--- src/adcs_pkg.sv ---
`default_nettype none
package adcs_pkg;
  localparam int          CLK_HZ        = 25_000_000;
  localparam int          POR_TIME_US   = 4000;
  localparam int          POR_CYCLES    = POR_TIME_US * (CLK_HZ / 1_000_000);
  localparam int          OSC_HZ        = 307_200;
  localparam int          OSC_DIV       = CLK_HZ / OSC_HZ;
  localparam int          F0_IDLE_DIVS  = 4;
  localparam int          CONV_TICKS    = 20480;
  localparam int          ISCK_HALF     = 4;
  localparam logic [5:0]  OUT_BITS      = 6'h20;
  localparam logic [3:0]  CFG_BITS      = 4'hD;
  localparam int          CFG_W         = 13;
  localparam int          RES_W         = 30;
  localparam int          CFG_CH_MSB    = 12;
  localparam int          CFG_CH_LSB    = 8;
  localparam int          CFG_IM_BIT    = 7;
  localparam int          CFG_FA_BIT    = 6;
  localparam int          CFG_FB_BIT    = 5;
  localparam int          CFG_SPD_BIT   = 4;
  localparam logic [12:0] CFG_RESET     = 13'h0000;
  localparam logic [29:0] CODE_OVER     = 30'h30000000;
  localparam logic [29:0] CODE_UNDER    = 30'h00000000;
  localparam logic [1:0]  WORD_HEAD     = 2'h0;
  typedef enum logic [1:0] {ST_POR, ST_CONV, ST_SLEEP, ST_DIO} adcs_state_type;
endpackage
`default_nettype wire

--- src/adcs_conv_if.sv ---
`timescale 1ns/1ns
`default_nettype none
interface adcs_conv_if;
  logic start;
  logic speed_2x;
  logic busy;
  logic done;
  logic abort;
  modport ctrl  (output start, output speed_2x, output abort, input busy, input done);
  modport timer (input start, input speed_2x, input abort, output busy, output done);
endinterface
`default_nettype wire

--- src/adcs_conv_timer.sv ---
`timescale 1ns/1ns
`default_nettype none
module adcs_conv_timer #(
  parameter int CONV_LEN = adcs_pkg::CONV_TICKS,
  parameter int DIV      = adcs_pkg::OSC_DIV
) (
  input  wire logic  clk,
  input  wire logic  rst_n,
  input  wire logic  ce,
  input  wire logic  conversion_clock_select_pin,
  adcs_conv_if.timer cif
);
  import adcs_pkg::*;
  localparam int CW = $clog2(CONV_LEN + 1);
  localparam int DW = $clog2(DIV + 1);
  localparam int IDLE_LEN = F0_IDLE_DIVS * DIV;
  localparam int IW = $clog2(IDLE_LEN + 1);
  if (CONV_LEN < 2 || DIV < 1) begin : g_bad_param
    $error("adcs_conv_timer: conversion length or divider too small");
  end

  logic          f0_m, f0_s, f0_p;
  logic [DW-1:0] osc_q;
  logic [CW-1:0] cnt_q;
  logic [CW-1:0] lim;
  logic          busy_q, done_q;
  logic          tick;
  logic [IW-1:0] idle_q;
  logic          ext_act;

  always_ff @(posedge clk or negedge rst_n) begin
    if (!rst_n) begin
      f0_m <= 1'b0;
      f0_s <= 1'b0;
      f0_p <= 1'b0;
    end else if (ce) begin
      f0_m <= conversion_clock_select_pin;
      f0_s <= f0_m;
      f0_p <= f0_s;
    end
  end

  // Internal oscillator, replaced by pin edges whenever the pin toggles
  always_ff @(posedge clk or negedge rst_n) begin
    if (!rst_n) begin
      osc_q <= '0;
    end else if (ce) begin
      osc_q <= (osc_q == DW'(DIV - 1)) ? '0 : osc_q + 1'b1;
    end
  end

  // Pin counts as a clock only while its edges keep coming; a static pin idles out
  always_ff @(posedge clk or negedge rst_n) begin
    if (!rst_n) begin
      idle_q <= IW'(IDLE_LEN);
    end else if (ce) begin
      if (f0_s ^ f0_p) begin
        idle_q <= '0;
      end else if (idle_q != IW'(IDLE_LEN)) begin
        idle_q <= idle_q + 1'b1;
      end
    end
  end

  assign ext_act = (idle_q != IW'(IDLE_LEN));
  assign tick    = ext_act ? (f0_s & ~f0_p) : (osc_q == DW'(DIV - 1));
  // Conversion length is CONV_LEN ticks, halved when speed_2x is set
  assign lim  = cif.speed_2x ? CW'(CONV_LEN / 2) : CW'(CONV_LEN);

  always_ff @(posedge clk or negedge rst_n) begin
    if (!rst_n) begin
      busy_q <= 1'b0;
      done_q <= 1'b0;
      cnt_q  <= '0;
    end else if (ce) begin
      done_q <= 1'b0;
      if (cif.abort) begin
        busy_q <= 1'b0;
        cnt_q  <= '0;
      end else if (cif.start && !busy_q) begin
        busy_q <= 1'b1;
        cnt_q  <= '0;
      end else if (busy_q && tick) begin
        if (cnt_q == lim - 1'b1) begin
          busy_q <= 1'b0;
          done_q <= 1'b1;
        end else begin
          cnt_q <= cnt_q + 1'b1;
        end
      end
    end
  end

  assign cif.busy = busy_q;
  assign cif.done = done_q;
endmodule
`default_nettype wire

--- src/adcs_serial_core.sv ---
`timescale 1ns/1ns
`default_nettype none
module adcs_serial_core #(
  parameter int POR_LEN   = adcs_pkg::POR_CYCLES,
  parameter int CONV_LEN  = adcs_pkg::CONV_TICKS,
  parameter int OSC_DIVP  = adcs_pkg::OSC_DIV,
  parameter int SCK_HALF  = adcs_pkg::ISCK_HALF
) (
  input  wire logic                      clk,
  input  wire logic                      rst_n,
  input  wire logic                      ce,
  input  wire logic                      supply_ok,
  input  wire logic                      cs_n_pin,
  input  wire logic                      sck_in,
  output var  logic                      sck_out,
  output var  logic                      sck_oe_n,
  input  wire logic                      sdi_pin,
  output var  logic                      sdo_out,
  output var  logic                      sdo_oe_n,
  input  wire logic                      conversion_clock_select_pin,
  input  wire logic [adcs_pkg::RES_W-1:0] adc_code,
  input  wire logic                      adc_over,
  input  wire logic                      adc_under,
  output var  logic [adcs_pkg::CFG_W-1:0] conv_cfg,
  output var  logic                      conv_busy,
  output var  logic                      sleeping
);
  import adcs_pkg::*;
  localparam int PW = $clog2(POR_LEN + 1);
  localparam int HW = $clog2(SCK_HALF + 1);
  if (POR_LEN < 2 || SCK_HALF < 1) begin : g_bad_param
    $error("adcs_serial_core: reset length or clock half period too small");
  end

  adcs_conv_if cif ();

  adcs_conv_timer #(.CONV_LEN(CONV_LEN), .DIV(OSC_DIVP)) u_timer (
    .clk                         (clk),
    .rst_n                       (rst_n),
    .ce                          (ce),
    .conversion_clock_select_pin (conversion_clock_select_pin),
    .cif                         (cif.timer)
  );

  adcs_state_type   state_q, state_d;
  logic             cs_m, cs_s, cs_p;
  logic             sck_m, sck_s, sck_p;
  logic             sdi_m, sdi_s;
  logic             sup_m, sup_s;
  logic [PW-1:0]    por_q;
  logic             int_mode_q;
  logic [HW-1:0]    half_q;
  logic             isck_q;
  logic             i_tick;
  logic             rise, fall;
  logic [5:0]       rise_cnt_q;
  logic [3:0]       in_cnt_q;
  logic [CFG_W-1:0] cfg_sh_q;
  logic [CFG_W-1:0] cfg_q;
  logic [31:0]      out_q;
  logic             sdo_q, sdo_oe_n_q;
  logic             start_q;
  logic             in_dio;
  logic             cs_fall;

  // Two-stage synchronisers for every pin input
  always_ff @(posedge clk or negedge rst_n) begin
    if (!rst_n) begin
      cs_m  <= 1'b1;
      cs_s  <= 1'b1;
      cs_p  <= 1'b1;
      sck_m <= 1'b0;
      sck_s <= 1'b0;
      sck_p <= 1'b0;
      sdi_m <= 1'b0;
      sdi_s <= 1'b0;
      sup_m <= 1'b0;
      sup_s <= 1'b0;
    end else if (ce) begin
      cs_m  <= cs_n_pin;
      cs_s  <= cs_m;
      cs_p  <= cs_s;
      sck_m <= sck_in;
      sck_s <= sck_m;
      sck_p <= sck_s;
      sdi_m <= sdi_pin;
      sdi_s <= sdi_m;
      sup_m <= supply_ok;
      sup_s <= sup_m;
    end
  end

  assign cs_fall = cs_p & ~cs_s;
  assign in_dio  = (state_q == ST_DIO) && !cs_s;
  assign i_tick  = (half_q == HW'(SCK_HALF - 1));
  // Clock pin activity only counts while selected and in transfer
  assign rise = in_dio && (int_mode_q ? (i_tick && !isck_q)
                                      : (sck_s && !sck_p));
  assign fall = in_dio && (int_mode_q ? (i_tick && isck_q)
                                      : (!sck_s && sck_p));

  always_comb begin
    state_d = state_q;
    unique case (state_q)
      ST_POR: begin
        if (por_q == PW'(POR_LEN - 1)) begin
          state_d = ST_CONV;
        end
      end
      ST_CONV: begin
        if (cif.done) begin
          state_d = ST_SLEEP;
        end
      end
      ST_SLEEP: begin
        if (!cs_s) begin
          state_d = ST_DIO;
        end
      end
      ST_DIO: begin
        if (cs_s) begin
          state_d = (rise_cnt_q != 6'h00) ? ST_CONV : ST_SLEEP;
        end else if (fall && rise_cnt_q == OUT_BITS) begin
          state_d = ST_CONV;
        end
      end
    endcase
  end

  always_ff @(posedge clk or negedge rst_n) begin
    if (!rst_n) begin
      state_q <= ST_POR;
      start_q <= 1'b0;
    end else if (ce) begin
      if (!sup_s) begin
        state_q <= ST_POR;
        start_q <= 1'b0;
      end else begin
        state_q <= state_d;
        start_q <= (state_d == ST_CONV) && (state_q != ST_CONV);
      end
    end
  end

  // Power-on reset interval, restarted whenever the supply dips
  always_ff @(posedge clk or negedge rst_n) begin
    if (!rst_n) begin
      por_q <= '0;
    end else if (ce) begin
      if (!sup_s || state_q != ST_POR) begin
        por_q <= '0;
      end else begin
        por_q <= por_q + 1'b1;
      end
    end
  end

  // Clock mode: pin low means host clock, floating high means own clock
  always_ff @(posedge clk or negedge rst_n) begin
    if (!rst_n) begin
      int_mode_q <= 1'b0;
    end else if (ce) begin
      if (state_q == ST_POR && por_q == PW'(POR_LEN - 1)) begin
        int_mode_q <= sck_s;
      end else if (cs_fall && state_q != ST_DIO) begin
        int_mode_q <= sck_s;
      end
    end
  end

  // Own serial clock, starts low so the first toggle is a rising edge
  always_ff @(posedge clk or negedge rst_n) begin
    if (!rst_n) begin
      half_q <= '0;
      isck_q <= 1'b0;
    end else if (ce) begin
      if (!(in_dio && int_mode_q)) begin
        half_q <= '0;
        isck_q <= 1'b0;
      end else if (i_tick) begin
        half_q <= '0;
        isck_q <= ~isck_q;
      end else begin
        half_q <= half_q + 1'b1;
      end
    end
  end

  // Bit counters and configuration capture
  always_ff @(posedge clk or negedge rst_n) begin
    if (!rst_n) begin
      rise_cnt_q <= '0;
      in_cnt_q   <= '0;
      cfg_sh_q   <= CFG_RESET;
    end else if (ce) begin
      if (state_q != ST_DIO) begin
        rise_cnt_q <= '0;
        in_cnt_q   <= '0;
      end else if (rise) begin
        if (rise_cnt_q != OUT_BITS) begin
          rise_cnt_q <= rise_cnt_q + 1'b1;
        end
        if (in_cnt_q != CFG_BITS) begin
          cfg_sh_q <= {cfg_sh_q[CFG_W-2:0], sdi_s};
          in_cnt_q <= in_cnt_q + 1'b1;
        end
      end
    end
  end

  // Settings apply from the next conversion start; reset gives defaults
  always_ff @(posedge clk or negedge rst_n) begin
    if (!rst_n) begin
      cfg_q <= CFG_RESET;
    end else if (ce) begin
      if (!sup_s) begin
        cfg_q <= CFG_RESET;
      end else if (state_q == ST_DIO && state_d == ST_CONV && in_cnt_q == CFG_BITS) begin
        cfg_q <= cfg_sh_q;
      end
    end
  end

  // Result word loaded at conversion end, shifted on falling edges
  always_ff @(posedge clk or negedge rst_n) begin
    if (!rst_n) begin
      out_q <= '0;
    end else if (ce) begin
      if (!sup_s) begin
        out_q <= '0;
      end else if (state_q == ST_CONV && cif.done) begin
        out_q <= {WORD_HEAD, adc_over  ? CODE_OVER  :
                             adc_under ? CODE_UNDER : adc_code};
      end else if (fall) begin
        out_q <= {out_q[30:0], 1'b1};
      end
    end
  end

  // Output pin: status during conversion and sleep, data during transfer
  always_ff @(posedge clk or negedge rst_n) begin
    if (!rst_n) begin
      sdo_q      <= 1'b1;
      sdo_oe_n_q <= 1'b1;
    end else if (ce) begin
      sdo_oe_n_q <= cs_s;
      unique case (state_q)
        ST_POR, ST_CONV: sdo_q <= 1'b1;
        ST_SLEEP:        sdo_q <= 1'b0;
        ST_DIO:          sdo_q <= fall ? out_q[30] : out_q[31];
      endcase
    end
  end

  assign sdo_out   = sdo_q;
  assign sdo_oe_n  = sdo_oe_n_q;
  assign sck_out   = isck_q;
  assign sck_oe_n  = !(in_dio && int_mode_q);
  assign cif.start = start_q;
  assign cif.abort = !sup_s;
  assign cif.speed_2x = cfg_q[CFG_SPD_BIT];
  assign conv_cfg  = cfg_q;
  assign conv_busy = cif.busy;
  assign sleeping  = (state_q == ST_SLEEP);
endmodule
`default_nettype wire

--- config.mk ---
export PLATFORM = sky130hd
export DESIGN_NAME = adcs_serial_core
export DESIGN_NICKNAME = d
export VERILOG_FILES = /design/src/adcs_pkg.sv /design/src/adcs_conv_if.sv /design/src/adcs_conv_timer.sv /design/src/adcs_serial_core.sv
export SDC_FILE = /design/constraint.sdc
export NUM_CORES = 1
export LEC_CHECK = 0
export ABC_CLOCK_PERIOD_IN_PS = 3200
export BUFFER_PORTS_ARGS = -buffer_cell sky130_fd_sc_hd__buf_2
export CAP_MARGIN = 25
export CORE_MARGIN = 10
export CORE_UTILIZATION = 35
export CTS_CLUSTER_DIAMETER = 120
export DETAILED_ROUTE_END_ITERATION = 6
export GPL_ROUTABILITY_DRIVEN = 0
export PLACE_DENSITY = 0.53
export SLEW_MARGIN = 20
export SYNTH_ARGS = -nofsm -noshare
export SYNTH_HDL_FRONTEND = slang
export SYNTH_SLANG_ARGS = --single-unit
--- constraint.sdc ---
create_clock -name clk -period 3.2 [get_ports clk]
set_input_delay 0 -clock clk [delete_from_list [all_inputs] [get_ports clk]]
set_output_delay 0 -clock clk [all_outputs]
set_load 0.05 [all_outputs]
[After elaboration in Yosys (flattened, before gate mapping)]
Cells that the tools add are included.
Cells by class
  add/subtract/negate cells: 8
  equality and inequality tests: 21
  muxes and demuxes: 50
  bitwise operators: 7
  reductions and logical operators: 44
Operator list (number)
  32-bit 2-to-1 mux: 3
  15-bit 2-to-1 mux: 5
  30-bit 2-to-1 mux: 2
  13-bit 2-to-1 mux: 2
  6-bit 2-to-1 mux: 3
  9-bit 2-to-1 mux: 2
  17-bit by 1-bit adder with 17-bit output, second input constant: 1
  17-bit == test, second input constant: 1
  1-bit logical AND: 17
  1-bit 2-to-1 mux: 17
  17-bit 2-to-1 mux: 1
  15-bit by 1-bit adder with 15-bit output, second input constant: 1
  15-bit == test: 1
  15-bit by 1-bit subtractor with 15-bit output, second input constant: 1
  2-bit 2-to-1 mux: 7
  4-bit 2-to-1 mux: 3
  3-bit AND reduction: 4
  2-bit nonzero test: 6
  2-bit AND reduction: 5
  9-bit by 1-bit adder with 9-bit output, second input constant: 1
  3-bit by 1-bit != test with 1-bit output, second input constant: 3
  9-bit != test, second input constant: 1
  2-bit case mux with 4 select lines: 1
  7-bit by 1-bit adder with 7-bit output, second input constant: 1
  26 further kinds: 41
Word-level totals
  register bits after elaboration: 140
  input bits: 40
  output and inout port bits: 19
  logic and storage cells: 160

[Logic depth before layout (Yosys ltp)]
  word-level depth: 13
  gate-level depth with buffers: 9
  depth with buffers taken out: 7

[Cells and area by module]
A second synthesis with hierarchy kept.
Unflattened totals
  cells, all modules: 702
  area, all modules: 7464.7 um2
Modules (own cells, without submodules)
  adcs_serial_core: times used 1, cells each 461, area an instance 5282.6 um2, sequential area each 2607.5 um2
  adcs_conv_timer: times used 1, cells each 241, area an instance 2182.1 um2, sequential area each 904.6 um2

[Least setup slack after synthesis]
No wires, ideal clock.
  kind: register -> register
  from: reg u_timer.osc_q[0]
  to: reg u_timer.cnt_q[14]
  setup time: 0.078 ns
  arrival time: 2.121 ns
  data required time: 3.122 ns
  slack: 1.001 ns
  cell stages (with the launch flop): 9
  path buffers: 1
  period minus slack after synthesis: 2.199 ns
  cell sequence: dfrtp_1 inv_1 ha_1 or4b_4 nor3_4 mux2i_4 buf_6 or4_1 a21oi_1
On the way
  cells in the longest elaborated chain, start to end: 5
RTL lines
  start, declared: line adcs_conv_timer.sv:23  | logic [DW-1:0] osc_q;
  start signal, assigned: line adcs_conv_timer.sv:48  | osc_q <= (osc_q == DW'(DIV - 1)) ? '0 : osc_q + 1'b1;
  7-bit == test: line adcs_conv_timer.sv:66  | assign tick = ext_act ? (f0_s & ~f0_p) : (osc_q == DW'(DIV - 1));
  1-bit 2-to-1 mux: line adcs_conv_timer.sv:66
  1-bit logical AND: line adcs_conv_timer.sv:83  | end else if (busy_q && tick) begin
  3-bit by 1-bit != test with 1-bit output (no source line)
  3-bit AND reduction (no source line)
  end signal, assigned: line adcs_conv_timer.sv:88  | cnt_q <= cnt_q + 1'b1;
  end, declared: line adcs_conv_timer.sv:24  | logic [CW-1:0] cnt_q;
No other way between the ends.
A chain may end at the register's enable or synchronous reset.

[Final worst setup path]
  from: reg u_timer.osc_q[0]
  to: reg u_timer.cnt_q[6]
The elaborated chain is that of the path after synthesis.

==> impl_metrics.csv <==
group,metric,value,unit
run_status,outcome,"completed",
floorplanning,core_area,18700,µm²
routing,dr.first_iter.drc_count,256,
worst_setup_path,crit_chain,"inv_1 -> ha_1 -> or4b_4 -> nor3_4 -> mux2i_4 -> or4_1 -> a21oi_1",
synthesis,synth_edf_count,0,
worst_setup_path,worstPathRequired,3.54,ns
clocking,clk_latency,0.43,ns
synthesis,synthAdderAreaFrac,0.0226,
synthesis,synth_warnings,0,
finish,layout_commonest_cell,"dfrtp_1",
worst_setup_path,cp_data_arrival_time,2.76,ns
grt,antenna_found_initial,0,
grt,grt_usage,0.126,
sta,relSlewSlack,0.475,
grt,grt_max_degree,141,
synthesis,syn_inst,645,
synthesis,synth_cell_type_count,66,
sta,setup_viol,0,
grt,grt_overflow,0,
worst_setup_path,cp_max_fo,26,
worst_setup_path,cp-end-kind,"register",
grt,gr-usage-met1,0.156,
placed_design,dpl_worst_slack,0.755,ns
floorplanning,rows,50,
sta,finClkSkew,0.0144,ns
grt,grt-busiest-layer,"met2",
grt,grt_pass1_vias,5373,
placed_design,hpwl,10100,µm
sta,finalHoldViolations,0,
sta,period_share,0.757,
clocking,cts.sinks,140,
finish,finish.net_count,788,
routing,drc_errors,0,
synthesis,synth_top_family_by_area,"simple AND/OR/NAND/NOR gates",
clocking,clockRootBuffer,"clkbuf_16",
clocking,path_clk_slew,0.06,ns
routing,wl,14900,µm
routing,route.vias.total,5183,
synthesis,syn_area,6650,µm²
sta,fin_ws,0.776,ns
floorplanning,die_w,158,µm
synthesis,async_flop_share,1.00,
pwr,leakagePower,3.57,nW
worst_setup_path,cpPeakStageDelay,0.56,ns
synthesis,synth_compound_area_frac,0.162,
placed_design,portBuffers,58,
synthesis,yosysSeqAreaShare,0.528,
worst_setup_path,slowest_stage,"or4_1",
synthesis,synthesis.nets,697,
floorplanning,start_util,0.356,
routing,wl_per_cell,15.1,µm
finish,syn_to_final_growth,22.7,%
synthesis,synthXorXnorAreaFrac,0.0316,
hold_path,hold_path_class,"input port to register",
sta,tns,0,ns
sta,grt_setup_unrepaired,"false",
sta,period_minus_slack,2.42,ns
worst_setup_path,crit_path_start_kind,"register",
finish,diodes,0,
pwr,max-vdd-ir-drop,0.351,mV
clocking,h-tree-depth,4,
flow_run,maxCapViolCount,0,
worst_setup_path,critPathKind,"register to register",
sta,fmax,413,MHz
synthesis,ys_ff_latch,140,
routing,ant_nets,0,
clocking,cts_tree,"built",
grt,grtUsageMet2,0.203,
floorplanning,die_h,158,µm
synthesis,synth_flop_cell,"dfrtp_1",
floorplanning,dieArea,24900,µm²
clocking,numCtsBuffers,17,
grt,grt_pass1_wl,25700,µm
finish,mostFrequentLayoutCells,"dfrtp_1 (133), nand2_1 (81), buf_2 (57)",
finish,drive_gt1_frac,0.191,
sta,drv_slew,0,
clocking,cts.path.max_buffers,2,
routing,via_per_inst,5.27,
synthesis,yosys.area_share.simple,0.173,
grt,grt_use_met3,0.0404,
pwr,powerDensity,523,nW/µm²
synthesis,avgSynthCellArea,10.3,µm²
synthesis,synthMuxAreaShare,0.0519,
clocking,cts-resized-gates,0,
routing,drtPass1Iterations,4,
floorplanning,ios,59,
sta,worst_pin_slew,0.787,ns
[metrics by stage]
stage	hold WS [ns]	utilization	power [mW]	cells	instance area (µm²)
CTS	0.0634	0.436	4.33	981	8150
finish	0.0696	0.436	4.27	983	8160
detailed placement	0.183	0.385	2.32	914	7210
global placement	0.175	0.385	2.31	914	7210
floorplan	-0.296	-	2.17	645	6650
global route	0.105	0.436	4.47	983	8160
[cell families after synthesis]
| kind of cell | Yosys count |
|---|---|
| AOI/OAI and AO/OA | 163 |
| xor gates and xnor gates | 24 |
| adders and majority gates | 12 |
| buffers and inverters | 51 |
| DFF | 140 |
| muxes | 30 |
| and+or+nand+nor | 225 |
[layer usage]
layer,vias up,routed length [µm]
met5,-,0
met1,2544,6880
met3,11,740
met4,0,133
met2,98,7140
li1,2530,-
[cell usage after synthesis, types with 4 or more instances]
cell type	number	area (µm²)
o2bb2ai_1	6	52.6
nand4_1	14	87.6
a22oi_1	28	210
xnor2_1	8	70.1
and4_1	4	35.0
a21oi_1	23	115
nand2b_1	5	31.3
mux2_2	26	293
xor2_1	16	140
a22o_1	15	131
o21ai_0	53	265
dfrtp_1	133	3330
o31ai_1	11	82.6
nand3_1	26	130
dfstp_2	7	184
buf_2	4	20.0
and2_1	6	37.5
or4_1	8	60.1
clkbuf_1	24	90.1
and3_1	5	31.3
ha_1	12	150
nand2_1	81	304
or3_1	6	37.5
nor3_1	5	25.0
nor4_1	6	37.5
nor2_1	39	146
inv_1	18	67.6
[final cells by class]
cell class              instances  area [µm²]
well taps                     234         293
multi-input cells             454        2950
repair buffers                105         749
clock buffers                  18         439
fillers                      1745       10500
flip-flops and latches        140        3510
inverters                      18        67.6
clock inverters                14         150
[state kept, by name, summed over array words and instances, names as in the netlist, 2 cells and up]
register,count
half_q,3
state_q,2
rise_cnt_q,6
u_timer.idle_q,9
u_timer.osc_q,7
cfg_sh_q,13
u_timer.cnt_q,15
out_q,32
conv_cfg,13
por_q,17
in_cnt_q,4
[worst paths after layout]
check	start	end	slack, ns	cells after the start
max	u_timer.osc_q[0]	u_timer.cnt_q[6]	0.78	7
min	ce	u_timer.osc_q[1]	0.07	3
max reg2reg	u_timer.osc_q[0]	u_timer.cnt_q[6]	0.78	7
min reg2reg	out_q[31]	out_q[31]	0.48	2
max in group asynchronous	rst_n	cfg_sh_q[0]	2.39	3
min in group asynchronous	rst_n	por_q[9]	0.22	3
[power by group]
part / internal, mW / switching (mW) / total [mW]
registers: 1.86 / 0.0834 / 1.94
logic: 0.159 / 0.221 / 0.380
clock network: 1.12 / 0.824 / 1.94
total: 3.14 / 1.13 / 4.27
[worst max-delay path: cells and delay by family, from the launching register on]
kind / cells / cell delay, ns
adder cells (fa/ha/maj): 1 / 0.15
buffers and inverters: 1 / 0.09
AO/OA/AOI/OAI: 1 / 0.17
AND/OR/NAND/NOR: 3 / 1.28
flip-flops: 1 / 0.42
multiplexers: 1 / 0.23
[what timing repair did]
item	4_1_cts	5_1_grt
endpoints found under the hold margin	166	0
setup buffers	0	0
setup endpoints to repair	0	0
hold buffers	35	0
(Power assumes the default switching activity.)
